$ cat config.mk
export PLATFORM = sky130hd
export DESIGN_NAME = tpwm_core
export DESIGN_NICKNAME = d
export VERILOG_FILES = /design/src/tpwm_pkg.sv /design/src/tpwm_db_if.sv /design/src/tpwm_prescale.sv /design/src/tpwm_deadband.sv /design/src/tpwm_core.sv
export VERILOG_INCLUDE_DIRS = /design/src
export SDC_FILE = /design/constraint.sdc
export NUM_CORES = 1
export LEC_CHECK = 0
export ABC_AREA = 0
export BUFFER_PORTS_ARGS = -buffer_cell sky130_fd_sc_hd__buf_2
export CAP_MARGIN = 20
export CORE_MARGIN = 5
export CORE_UTILIZATION = 59
export CTS_BUF_LIST = sky130_fd_sc_hd__clkbuf_8 sky130_fd_sc_hd__clkbuf_16
export DETAILED_ROUTE_END_ITERATION = 10
export GPL_ROUTABILITY_DRIVEN = 0
export GPL_TIMING_DRIVEN = 0
export PLACE_DENSITY_LB_ADDON = 0.15
export SYNTH_ARGS = -nofsm -noshare
export SYNTH_HDL_FRONTEND = slang
export SYNTH_HIERARCHICAL = 1
export SYNTH_SLANG_ARGS = --single-unit
$ cat constraint.sdc
create_clock -name clock_i -period 3 [get_ports clock_i]
set_clock_uncertainty 0.2 [all_clocks]
set_input_delay 0.15 -clock clock_i [delete_from_list [all_inputs] [get_ports clock_i]]
set_output_delay 0.15 -clock clock_i [all_outputs]
set_load 0.01 [all_outputs]
$ cat src/tpwm_consts.svh
/*
 * offsets, field positions, reset values and fixed counts of the pwm timer.
 * assumes byte addresses on an 8-bit register address, one 32-bit word each.
 */
`ifndef TPWM_CONSTS_SVH
`define TPWM_CONSTS_SVH

// register byte addresses
`define TPWM_ADDR_CTL1 8'h00
`define TPWM_ADDR_CTL0 8'h04
`define TPWM_ADDR_COUNT 8'h08
`define TPWM_ADDR_MATCH 8'h0c
`define TPWM_ADDR_RELOAD 8'h10
`define TPWM_ADDR_STAT 8'h14
`define TPWM_ADDR_CLR 8'h18
`define TPWM_ADDR_IEN 8'h1c

// control 1 fields
`define TPWM_C1_EN 0
`define TPWM_C1_POL 1
`define TPWM_C1_PRE_LSB 2
`define TPWM_C1_MODE_LSB 5
`define TPWM_MODE_PWM 3'h3

// control 0 fields
`define TPWM_C0_ICFG_LSB 0
`define TPWM_C0_MODEHI 3
`define TPWM_C0_DEAD_LSB 8
`define TPWM_DEAD_MAX 8'h80
`define TPWM_ICFG_MATCH 2'h1

// status bits
`define TPWM_ST_RELOAD 0
`define TPWM_ST_MATCH 1

// reset values
`define TPWM_CNT_RESTART 16'h0001
`define TPWM_RST_RELOAD 16'hffff
`define TPWM_RST_MATCH 16'h0000

`endif

$ cat src/tpwm_pkg.sv
/*
 * types shared by the pwm timer modules.
 * assumes nothing beyond a systemverilog compiler.
 */
package tpwm_pkg;
    typedef enum logic [1:0] {
        TPWM_OFF,
        TPWM_SINGLE,
        TPWM_DUAL
    } tpwm_mode_type;
endpackage : tpwm_pkg

$ cat src/tpwm_db_if.sv
/*
 * carrier between the pwm core and its deadband stage.
 * assumes both ends run on the same clock.
 */
`timescale 1ns/1ps
`default_nettype none

interface tpwm_db_if;
    logic raw;
    logic dual;
    logic [7:0] dead;
    logic p_out;
    logic n_out;
    modport src (output raw, output dual, output dead, input p_out, input n_out);
    modport gen (input raw, input dual, input dead, output p_out, output n_out);
endinterface : tpwm_db_if

`default_nettype wire

$ cat src/tpwm_prescale.sv
/*
 * prescaler: one tick every 2**sel clock cycles.
 * assumes clear is held while the timer is stopped.
 */
`timescale 1ns/1ps
`default_nettype none

module tpwm_prescale #(
    parameter int PRE_W = 3
) (
    // clock and reset
    input wire logic clock_i,
    input wire logic rst_i,
    input wire logic ce_i,
    // control
    input wire logic clear_i,
    input wire logic [PRE_W-1:0] sel_i,
    // tick
    output logic tick_o
);
    localparam int DIV_W = (1 << PRE_W) - 1;

    initial begin
        if (PRE_W < 1 || PRE_W > 4) $error("tpwm_prescale: PRE_W out of range");
    end

    logic [DIV_W-1:0] div_r, div_nxt;
    logic [DIV_W-1:0] limit;
    logic tick_r, tick_nxt;

    always_comb begin
        limit = DIV_W'((DIV_W+1)'(1) << sel_i) - DIV_W'(1);
        div_nxt = div_r;
        tick_nxt = 1'b0;
        if (clear_i) begin
            div_nxt = '0;
        end else if (div_r >= limit) begin
            div_nxt = '0;
            tick_nxt = 1'b1;
        end else begin
            div_nxt = div_r + DIV_W'(1);
        end
    end

    always_ff @(posedge clock_i) begin
        if (rst_i) begin
            div_r <= '0;
            tick_r <= 1'b0;
        end else if (ce_i) begin
            div_r <= div_nxt;
            tick_r <= tick_nxt;
        end
    end

    assign tick_o = tick_r;
endmodule : tpwm_prescale

`default_nettype wire

$ cat src/tpwm_deadband.sv
/*
 * deadband stage: drives the pwm pin and its complement.
 * assumes raw comes from a flip-flop on the same clock.
 */
`timescale 1ns/1ps
`default_nettype none

module tpwm_deadband (
    // clock and reset
    input wire logic clock_i,
    input wire logic rst_i,
    input wire logic ce_i,
    // carrier
    tpwm_db_if.gen db
);
    logic p_r, p_nxt, n_r, n_nxt, tgt_r, tgt_nxt;
    logic [7:0] cnt_r, cnt_nxt;

    always_comb begin
        p_nxt = p_r;
        n_nxt = n_r;
        tgt_nxt = db.raw;
        cnt_nxt = cnt_r;
        if (!db.dual) begin
            p_nxt = db.raw;
            n_nxt = 1'b0;
            cnt_nxt = '0;
        end else if (db.raw != tgt_r) begin
            // inactive side drops at once, the other waits
            if (db.raw) n_nxt = 1'b0;
            else p_nxt = 1'b0;
            cnt_nxt = db.dead;
            if (db.dead == 8'h00) begin
                p_nxt = db.raw;
                n_nxt = ~db.raw;
            end
        end else if (cnt_r != 8'h00) begin
            cnt_nxt = cnt_r - 8'h01;
            if (cnt_r == 8'h01) begin
                p_nxt = tgt_r;
                n_nxt = ~tgt_r;
            end
        end else begin
            p_nxt = tgt_r;
            n_nxt = ~tgt_r;
        end
    end

    always_ff @(posedge clock_i) begin
        if (rst_i) begin
            p_r <= 1'b0;
            n_r <= 1'b0;
            tgt_r <= 1'b0;
            cnt_r <= '0;
        end else if (ce_i) begin
            p_r <= p_nxt;
            n_r <= n_nxt;
            tgt_r <= tgt_nxt;
            cnt_r <= cnt_nxt;
        end
    end

    assign db.p_out = p_r;
    assign db.n_out = n_r;
endmodule : tpwm_deadband

`default_nettype wire

$ cat src/tpwm_core.sv
/*
 * pwm timer: 16-bit reloading counter with single or dual pwm output,
 * register port, sticky interrupt status.
 * assumes a one-cycle strobe register master on the same clock.
 */
`include "tpwm_consts.svh"
`timescale 1ns/1ps
`default_nettype none

module tpwm_core #(
    parameter int CNT_W = 16,
    parameter int PRE_W = 3
) (
    // clock and reset
    input wire logic clock_i,
    input wire logic rst_i,
    input wire logic ce_i,
    // register port
    input wire logic [7:0] addr_i,
    input wire logic [31:0] wdata_i,
    input wire logic wr_i,
    input wire logic rd_i,
    output logic [31:0] rdata_o,
    // pins and interrupt
    output logic timer_output_pin_o,
    output logic timer_output_comp_o,
    output logic irq_o
);
    initial begin
        if (CNT_W != 16) $error("tpwm_core: CNT_W must be 16");
        if (PRE_W < 1 || PRE_W > 4) $error("tpwm_core: PRE_W out of range");
    end

    ////////////////////////////////////////////////////////////////////
    // registers

    logic [7:0] ctl1_r, ctl1_nxt;
    logic [15:0] ctl0_r, ctl0_nxt;
    logic [CNT_W-1:0] cnt_r, cnt_nxt, match_r, match_nxt, reload_r, reload_nxt;
    logic [1:0] stat_r, stat_nxt, ien_r, ien_nxt;
    logic pwm_r, pwm_nxt, irq_r, irq_nxt;
    logic [31:0] rdata_r, rdata_nxt;

    logic en, pol, tick, step, at_reload, at_match, cnt_wr;
    logic [2:0] mode_lo;
    logic [1:0] icfg, ev;
    logic [7:0] dead;
    tpwm_pkg::tpwm_mode_type mode;

    function automatic logic hit(input logic [7:0] a, input logic [7:0] b);
        hit = wr_i && (a == b);
    endfunction : hit

    ////////////////////////////////////////////////////////////////////
    // decode

    always_comb begin
        en = ctl1_r[`TPWM_C1_EN];
        pol = ctl1_r[`TPWM_C1_POL];
        mode_lo = ctl1_r[`TPWM_C1_MODE_LSB +: 3];
        icfg = ctl0_r[`TPWM_C0_ICFG_LSB +: 2];
        dead = ctl0_r[`TPWM_C0_DEAD_LSB +: 8];
        if (dead > `TPWM_DEAD_MAX) dead = `TPWM_DEAD_MAX;
        if (mode_lo != `TPWM_MODE_PWM) mode = tpwm_pkg::TPWM_OFF;
        else if (ctl0_r[`TPWM_C0_MODEHI]) mode = tpwm_pkg::TPWM_DUAL;
        else mode = tpwm_pkg::TPWM_SINGLE;
    end

    tpwm_prescale #(
        .PRE_W(PRE_W)
    ) u_pre (
        .clock_i(clock_i),
        .rst_i(rst_i),
        .ce_i(ce_i),
        .clear_i(!en || mode == tpwm_pkg::TPWM_OFF),
        .sel_i(ctl1_r[`TPWM_C1_PRE_LSB +: PRE_W]),
        .tick_o(tick)
    );

    ////////////////////////////////////////////////////////////////////
    // counter, output level, status

    always_comb begin
        step = en && tick && (mode != tpwm_pkg::TPWM_OFF);
        at_reload = step && (cnt_r == reload_r);
        at_match = step && !at_reload && (cnt_r + CNT_W'(1) == match_r);
        cnt_wr = hit(addr_i, `TPWM_ADDR_COUNT);
        ctl1_nxt = hit(addr_i, `TPWM_ADDR_CTL1) ? wdata_i[7:0] : ctl1_r;
        ctl0_nxt = hit(addr_i, `TPWM_ADDR_CTL0) ? wdata_i[15:0] : ctl0_r;
        match_nxt = hit(addr_i, `TPWM_ADDR_MATCH) ? wdata_i[CNT_W-1:0] : match_r;
        reload_nxt = hit(addr_i, `TPWM_ADDR_RELOAD) ? wdata_i[CNT_W-1:0] : reload_r;
        ien_nxt = hit(addr_i, `TPWM_ADDR_IEN) ? wdata_i[1:0] : ien_r;
        cnt_nxt = cnt_r;
        pwm_nxt = pwm_r;
        if (cnt_wr) begin
            cnt_nxt = wdata_i[CNT_W-1:0];
        end else if (at_reload) begin
            cnt_nxt = `TPWM_CNT_RESTART;
        end else if (step) begin
            cnt_nxt = cnt_r + CNT_W'(1);
        end
        if (!en) begin
            pwm_nxt = pol;
        end else if (at_reload) begin
            pwm_nxt = pol;
        end else if (at_match) begin
            pwm_nxt = ~pwm_r;
        end
        ev = '0;
        ev[`TPWM_ST_RELOAD] = at_reload;
        ev[`TPWM_ST_MATCH] = at_match && (icfg == `TPWM_ICFG_MATCH);
        stat_nxt = stat_r;
        if (hit(addr_i, `TPWM_ADDR_CLR)) stat_nxt = stat_nxt & ~wdata_i[1:0];
        stat_nxt = stat_nxt | ev;
        irq_nxt = |(stat_nxt & ien_nxt);
        rdata_nxt = '0;
        if (rd_i) begin
            case (addr_i)
                `TPWM_ADDR_CTL1: rdata_nxt = {24'h000000, ctl1_r};
                `TPWM_ADDR_CTL0: rdata_nxt = {16'h0000, ctl0_r};
                `TPWM_ADDR_COUNT: rdata_nxt = 32'(cnt_r);
                `TPWM_ADDR_MATCH: rdata_nxt = 32'(match_r);
                `TPWM_ADDR_RELOAD: rdata_nxt = 32'(reload_r);
                `TPWM_ADDR_STAT: rdata_nxt = {30'h00000000, stat_r};
                `TPWM_ADDR_IEN: rdata_nxt = {30'h00000000, ien_r};
                default: rdata_nxt = '0;
            endcase
        end
    end

    always_ff @(posedge clock_i) begin
        if (rst_i) begin
            ctl1_r <= '0;
            ctl0_r <= '0;
            cnt_r <= `TPWM_CNT_RESTART;
            match_r <= `TPWM_RST_MATCH;
            reload_r <= `TPWM_RST_RELOAD;
            stat_r <= '0;
            ien_r <= '0;
            pwm_r <= 1'b0;
            irq_r <= 1'b0;
            rdata_r <= '0;
        end else if (ce_i) begin
            ctl1_r <= ctl1_nxt;
            ctl0_r <= ctl0_nxt;
            cnt_r <= cnt_nxt;
            match_r <= match_nxt;
            reload_r <= reload_nxt;
            stat_r <= stat_nxt;
            ien_r <= ien_nxt;
            pwm_r <= pwm_nxt;
            irq_r <= irq_nxt;
            rdata_r <= rdata_nxt;
        end
    end

    ////////////////////////////////////////////////////////////////////
    // deadband and pins

    tpwm_db_if dbif ();

    assign dbif.raw = pwm_r;
    assign dbif.dual = (mode == tpwm_pkg::TPWM_DUAL);
    assign dbif.dead = dead;

    tpwm_deadband u_db (
        .clock_i(clock_i),
        .rst_i(rst_i),
        .ce_i(ce_i),
        .db(dbif.gen)
    );

    assign timer_output_pin_o = dbif.p_out;
    assign timer_output_comp_o = dbif.n_out;
    assign irq_o = irq_r;
    assign rdata_o = rdata_r;
endmodule : tpwm_core

`default_nettype wire

# Word level (Yosys, flattened, before mapping)
# Index checks and enable logic that the tools add are counted.
# word_totals
elab_cells	112
reg_bits	129
out_inout_bits	35
input_bits	45
# classes
bitwise_logic	6
magnitude_cmp	2
n_shift	1
reduce_logical	32
addsub	4
muxes	32
eq_ne	19
# ops
op	count
case mux 16 bit (7 select lines)	1
two-way mux 16 bit	4
== test 16 bit	2
== test 8 x 5 -> 1 bit, second input constant	4
two-way mux 8 bit	4
two-way mux 1 bit	17
adder 16 x 1 -> 16 bit, second input constant	1
== test 8 x 4 -> 1 bit, second input constant	2
logical NOT 8 bit	2
two-way mux 7 bit	2
AND reduction 2 bit	7
logical AND 1 bit	13
!= test 4 bit, second input constant	3
== test 8 x 1 -> 1 bit, second input constant	1
== test 8 x 3 -> 1 bit, second input constant	1
> comparator 8 bit, second input constant	1
two-way mux 2 bit	4
nonzero test 8 bit	1
subtractor 8 x 1 -> 8 bit, second input constant	1
adder 7 x 1 -> 7 bit, second input constant	1
greater-or-equal comparator 7 bit	1
left shift 1 x 3 -> 7 bit, first input constant	1
subtractor 7 x 2 -> 7 bit, second input constant	1
AND reduction 3 bit	2
other kinds (16)	19

# Logic depth before layout (Yosys ltp)
# Gate-level depths: netlist (run 1).
# depth
ltp_word	12
ltp_mapped	11
mapped_depth_nobuf	8

# Modules after synthesis
# The synthesis (run 1) kept the hierarchy.
# modules_own_cells
module	instances	seq_area_each_um2	area_per_inst_um2	cells_each
tpwm_core	1	1881.8	5506.5	692
tpwm_deadband	1	220.2	809.5	97
tpwm_prescale	1	160.2	610.6	72

# Worst setup path before layout (run 1)
# No wires, ideal clock.
# synth_path
kind	flip-flop to flip-flop
from	register cnt_r[0] (netlist name)
to	register pwm_r, in the netlist dbif.raw
synth_period_minus_slack_ns	2.269
arrival_time_ns	1.942
required_time_ns	2.673
path_buffers	1
setup_slack_ns	0.731
path_stages_with_launch	10
setup_ns	0.127
path_cell_list	dfxtp_1 -> ha_1 -> and3_1 -> buf_2 -> and3_1 -> a221oi_1 -> o2111ai_1 -> nor4_4 -> and2_1 -> a211oi_2
# synth_lines
item	line_no	rtl
to (signal assigned)	tpwm_core.sv:151	pwm_r <= pwm_nxt;
to (decl)	tpwm_core.sv:41	logic pwm_r, pwm_nxt, irq_r, irq_nxt;

==> flow_summary.toml, run 1 <==
[clock_tree]
clkSlewWorstSetupHoldPaths_ns = 0.05
clk_latency_ns = 0.42
h-tree-depth = 4
cts_made_buffers = 17
cts_tree = "built"
cts_sinks = 113
cts_root_buffer = "clkbuf_16"
cts.path.max_buffers = 2

[sta]
finalSetupTns_ns = 0
hold_viol_final = 0
tightestPinTransition_ns = 0.720
min_period_ns = 2.74
timing.fmax_ghz = 0.364
hold_ws_ns = 0.0505
slew-limit-headroom_pct = 52.0
rsz0062_at_grt = "false"
setup_viol = 0
maxSlewViolCount = 0
min_period_over_period_pct = 91.5

[cells_and_area]
area_growth_pct = 17.8
fin_cells = 1110
drive_gt1_share_pct = 16.9
fin_area_um2 = 8160
antenna_cells = 0
finalNetCount = 1014

[global_routing]
grt_overflow = 0
grt_pass1_vias = 6689
grt_usage_pct = 29.9
grt_first_pass_wirelength_um = 33700
top_usage_layer = "met2"
antenna_found_initial = 0
use_met2_pct = 48.8
grt_max_degree = 17
grt.met1_usage_pct = 36.8
use_met3_pct = 6.69

[setup_path]
path_cells = "buf_2 > nand4_1 > nor4_4 > o2111ai_1 > nor4_1 > and4_1 > nand4_1 > a31oi_1"
slowest_stage = "nor4_4"
cp-end-kind = "register"
cp.arrival_ns = 2.89
path_buf_inv = 1
slowest_delay_ns = 0.46
worstSetupStartpointType = "register"
path_max_fanout = 10
crit_required_ns = 3.14
cpMostUsedCell = "nand4_1"
crit_type = "reg -> reg"
cp_top_family = "simple AND/OR/NAND/NOR gates"

[yosys]
synth-edff-count = 0
synthesis.area_um2 = 6930
syn_avg_cell_area_um2 = 8.04
async_flop_share_pct = 0
ys_top_cells_by_area = "dfxtp_1 33%, nand2_1 6.5%, mux2i_1 5.3%, a21oi_1 4.8%, nor2_1 4.5%"
netlist.top_cell.by_area = "dfxtp_1"
synth_cell_types = 79
synth_ff_type = "dfxtp_1"
netlist.area_leader.share_pct = 32.7
ys_seq_elements = 113
yosysSeqAreaShare_pct = 32.7
ys_warn_count = 6
synthCells = 861

[pwr]
clkPwrFrac_pct = 54.3
swShare_pct = 21.7
p_comb_share_pct = 5.6
switchingPower_uw = 820
cellPowerDensity_nw_per_um2 = 462
leakage_nw = 3.21
p_seq_share_pct = 40.0
p_int_mw = 2.95
ir_drop_v = 0.000434

[floorplanning]
die_w_um = 118
io_pins = 80
start_util_pct = 60.4
rows = 39
core_um2 = 11500
dieArea_um2 = 14000
die_y_um = 118

[job]
cap_violations = 0

[route]
first_pass_iters = 8
wl_per_cell_um = 19.2
postRouteAntennaNets = 0
drc = 0
num_vias = 6904
detail_route.wirelength_um = 21300
viasPerCell = 6.22
drt_iter0_markers = 775

[placed_design]
dp_hpwl_um = 15400
placed_cell_area_um2 = 7380
post-place-cells = 1063
port_buffers = 44

[outcome]
status = "completed"

[min_path]
min_path_type = "in -> reg"
-- flip-flops by register name (all words and copies together) (netlist names) --
| register | cells |
|---|---|
| cnt_r | 16 |
| ctl0_r | 16 |
| match_r | 16 |
| rdata_o | 16 |
| reload_r | 16 |
| ctl1_r | 8 |
| u_db/cnt_r | 8 |
| u_pre/div_r | 7 |
| ien_r | 2 |
| stat_r | 2 |
| dbif.raw | 1 |
| irq_o | 1 |
| u_db/db.n_out | 1 |
| u_db/db.p_out | 1 |
| u_db/tgt_r | 1 |
| u_pre/tick_o | 1 |
-- cell usage in the layout, fill, tap and decap left out, types with 6 or more instances in the layout --
master / netlist / layout
buf_2: 25 / 69
nor2_1: 83 / 83
xor2_1: 24 / 24
buf_6: 7 / 7
conb_1: 1 / 16
nor4_1: 8 / 8
mux2i_1: 37 / 37
buf_4: 22 / 23
inv_1: 19 / 21
nand4_1: 9 / 9
nand2_1: 120 / 120
o31ai_1: 9 / 9
nor2b_1: 14 / 14
o211ai_1: 7 / 7
nor3_1: 7 / 7
and4_1: 8 / 8
dlygate4sd3_1: 0 / 18
a22oi_1: 33 / 33
nand3b_1: 18 / 18
and3_1: 14 / 14
o21ai_1: 15 / 15
ha_1: 12 / 12
a21oi_1: 67 / 67
nand3_1: 16 / 16
o2bb2ai_1: 6 / 6
clkbuf_1: 28 / 27
clkbuf_16: 0 / 17
o21ai_0: 23 / 23
dfxtp_1: 113 / 113
a31oi_1: 9 / 9
nand2b_1: 10 / 10
xnor2_1: 12 / 12
-- tightest hold or removal path: cells and delay by family --
kind	cells	cell delay [ns]
simple gates	3	0.31
buf+inv	1	0.18
-- logic make-up (layout without fill, tap and decap cells) --
kind of cell               Yosys count  in the layout  share of synthesized area (%)
DFF                                113            113                           32.7
xor gates and xnor gates            37             37                           4.79
adders and majority gates           12             12                           2.17
AOI/OAI and AO/OA                  214            214                           21.2
and+or+nand+nor                    342            342                           25.3
buffers and inverters              104            195                           8.29
muxes                               38             38                           5.51
other                                1             16                         0.0541
-- timing repair --
action / 4_1_cts / 5_1_grt
hold endpoints to repair: 61 / 0
resized for setup: 0 / 0
hold buffers: 18 / 0
setup endpoints to repair: 0 / 3
setup buffers: 0 / 1
-- cell usage after synthesis (all sizes together) (17+ instances only) --
library cell and instances:
o21ai 39, a21oi 68, clkbuf 29, nand3b 18, xor2 25, dfxtp 113, inv 19, nand3 17
nand2 121, a22oi 36, nor2 85, buf 55, mux2i 37
-- worst paths after layout --
kind,startpoint,to,slack [ns],cells after the start
setup reg to reg,cnt_r[3],stat_r[1],0.26,8
setup / recovery,cnt_r[3],stat_r[1],0.26,8
hold / removal,wr_i,reload_r[0],0.05,4
hold reg to reg,rdata_o[11],rdata_o[11],0.29,2
-- metal layers --
layer / up-vias / part of all wire [%]
li1: 3217 / -
met1: 3203 / 40
met3: 72 / 9.3
met4: 0 / 3.7
met2: 412 / 47
met5: - / 0
-- power by group through the flow --
stage	clock network [mW]	logic, mW	registers, mW
finish	2.05	0.212	1.51
global route	2.13	0.226	1.51
CTS	2.05	0.205	1.51
detailed placement	0	0.187	1.54
global placement	0	0.183	1.54
floorplan	0	0.111	1.54
-- final cells by class --
class / count / area (µm²)
Multi-Input combinational cell: 659 / 4150
Buffer: 83 / 495
Clock buffer: 21 / 480
Timing Repair Buffer: 63 / 408
Inverter: 20 / 75.1
Fill cell: 911 / 3310
Tap cell: 143 / 179
Sequential cell: 113 / 2260
Clock inverter: 8 / 113
-- stage by stage --
| stage | setup WS (ns) | total power [mW] | utilization, % |
|---|---|---|---|
| after floorplan | 0.731 | 1.65 | - |
| after global placement | 0.220 | 1.72 | 64.4 |
| after detailed placement | 0.215 | 1.73 | 64.4 |
| after CTS | 0.190 | 3.77 | 71.1 |
| after global routing | 0.169 | 3.87 | 71.2 |
| final | 0.256 | 3.77 | 71.2 |
Power figures use the tool's default switching activity.
==> run 2: changes to the inputs <==
--- a/config.mk
+++ b/config.mk
@@ -10,7 +10,7 @@
 export BUFFER_PORTS_ARGS = -buffer_cell sky130_fd_sc_hd__buf_2
 export CAP_MARGIN = 20
 export CORE_MARGIN = 5
-export CORE_UTILIZATION = 59
+export CORE_UTILIZATION = 32
 export CTS_BUF_LIST = sky130_fd_sc_hd__clkbuf_8 sky130_fd_sc_hd__clkbuf_16
 export DETAILED_ROUTE_END_ITERATION = 10
 export GPL_ROUTABILITY_DRIVEN = 0
==> run 2 against run 1 <==
  * Via count fell by 5.9%
  * Critical path type unchanged
  * Die area rose by 76%
  * Critical path depth grew 1
==> flow_summary.toml, run 2 (synthesized netlist as in run 1, its figures left out) <==
[route]
drc = 0
detail_route.wirelength_um = 22600
num_vias = 6500
drt_iter0_markers = 447
postRouteAntennaNets = 0
first_pass_iters = 5
wl_per_cell_um = 18.1
viasPerCell = 5.21

[outcome]
status = "completed"

[sta]
timing.fmax_ghz = 0.358
rsz0062_at_grt = "false"
slew-limit-headroom_pct = 52.4
hold_viol_final = 0
min_period_ns = 2.79
tightestPinTransition_ns = 0.714
maxSlewViolCount = 0
finalSetupTns_ns = 0
setup_viol = 0
min_period_over_period_pct = 93.0

[floorplanning]
dieArea_um2 = 24700
rows = 53
die_y_um = 157
core_um2 = 21200
die_w_um = 157
start_util_pct = 32.7
io_pins = 80

[global_routing]
grt_usage_pct = 18.4
antenna_found_initial = 0
grt_max_degree = 17
grt_overflow = 0
grt_first_pass_wirelength_um = 35400
grt_pass1_vias = 6133

[clock_tree]
clk_latency_ns = 0.42
clkSlewWorstSetupHoldPaths_ns = 0.05
cts_root_buffer = "clkbuf_16"
cts_tree = "built"
cts.path.max_buffers = 2
h-tree-depth = 4
cts_made_buffers = 17
cts_sinks = 113

[setup_path]
crit_type = "reg -> reg"
worstSetupStartpointType = "register"
startpoint = "cnt_r[0]"
cp.arrival_ns = 2.92
crit_required_ns = 3.13
r2r-start = "cnt_r[0]"
path_max_fanout = 9
cp-end-kind = "register"

[cells_and_area]
n_fill_cell = 2236
final_common_cell = "nand2_1"
finalNetCount = 1016
fin_cells = 1247
antenna_cells = 0
final_core_util_pct = 39.2
area_growth_pct = 19.7
drive_gt1_share_pct = 17.2
final_cell_mix = "120 x nand2_1, 113 x dfxtp_1, 83 x nor2_1"

[pwr]
leakage_nw = 3.19
cellPowerDensity_nw_per_um2 = 435
ir_drop_v = 0.000360

[placed_design]
post-place-cells = 1195
port_buffers = 44
dp_hpwl_um = 17000

[job]
cap_violations = 0

[min_path]
min_from = "wdata_i[0]"
min_path_type = "in -> reg"
[run 2: worst paths after layout]
path                     end  slack, ns  depth (start not counted)
hold reg to reg   rdata_o[0]       0.28                          2
hold / removal    match_r[0]       0.04                          3
setup reg to reg       irq_o       0.21                          9
setup / recovery       irq_o       0.21                          9
[run 2: timing repair]
action / CTS / global route
resized for setup: 0 / 0
buffers inserted: 0 / 3
setup endpoints to repair: 0 / 13
hold buffers: 17 / 0
hold endpoints to repair: 56 / 0
[run 2: layer usage]
metal  wire length (µm)  track usage [%]  up-vias
li1                   -                -     3233
met1              10400             25.6     3063
met2              10700             30.1      177
met3               1080             2.53       27
met4                316             5.28        0
met5                  0                0        -
[run 2: worst max-delay path: stages (launching register included)]
cell and delay, ns:
dfxtp_1 0.32, ha_1 0.28, and3_1 0.20, buf_2 0.16, and3_1 0.23, a221oi_1 0.32, o2111ai_1 0.23, nor4_4 0.44
a211oi_1 0.17, nor4_2 0.15
[run 2: where the power goes]
part	internal (mW)	switching (mW)	leakage, nW	total (mW)
Sequential	1.51	0.00429	0.911	1.51
Combinational	0.0784	0.135	2.00	0.214
Clock	1.16	0.724	0.278	1.89
[run 2: stage by stage]
step / setup slack [ns] / power (mW) / instance area, µm² / hold WS [ns]
floorplan: 0.731 / 1.65 / 6980 / 0.0708
global placement: 0.0472 / 1.74 / 7550 / 0.255
detailed placement: 0.103 / 1.74 / 7550 / 0.253
CTS: 0.0768 / 3.65 / 8270 / 0.0133
global route: 0.0331 / 3.75 / 8290 / 0.0728
finish: 0.210 / 3.61 / 8290 / 0.0376
[run 2: area by class of cell]
class	count	area, µm²	area share (%)
multi-input combinational	659	4150	50.0
sequential	113	2260	27.3
buffer	84	499	6.02
clock buffer	19	453	5.46
timing repair buffer	64	413	4.98
tap	275	344	4.15
clock inverter	13	97.6	1.18
inverter	20	75.1	0.906
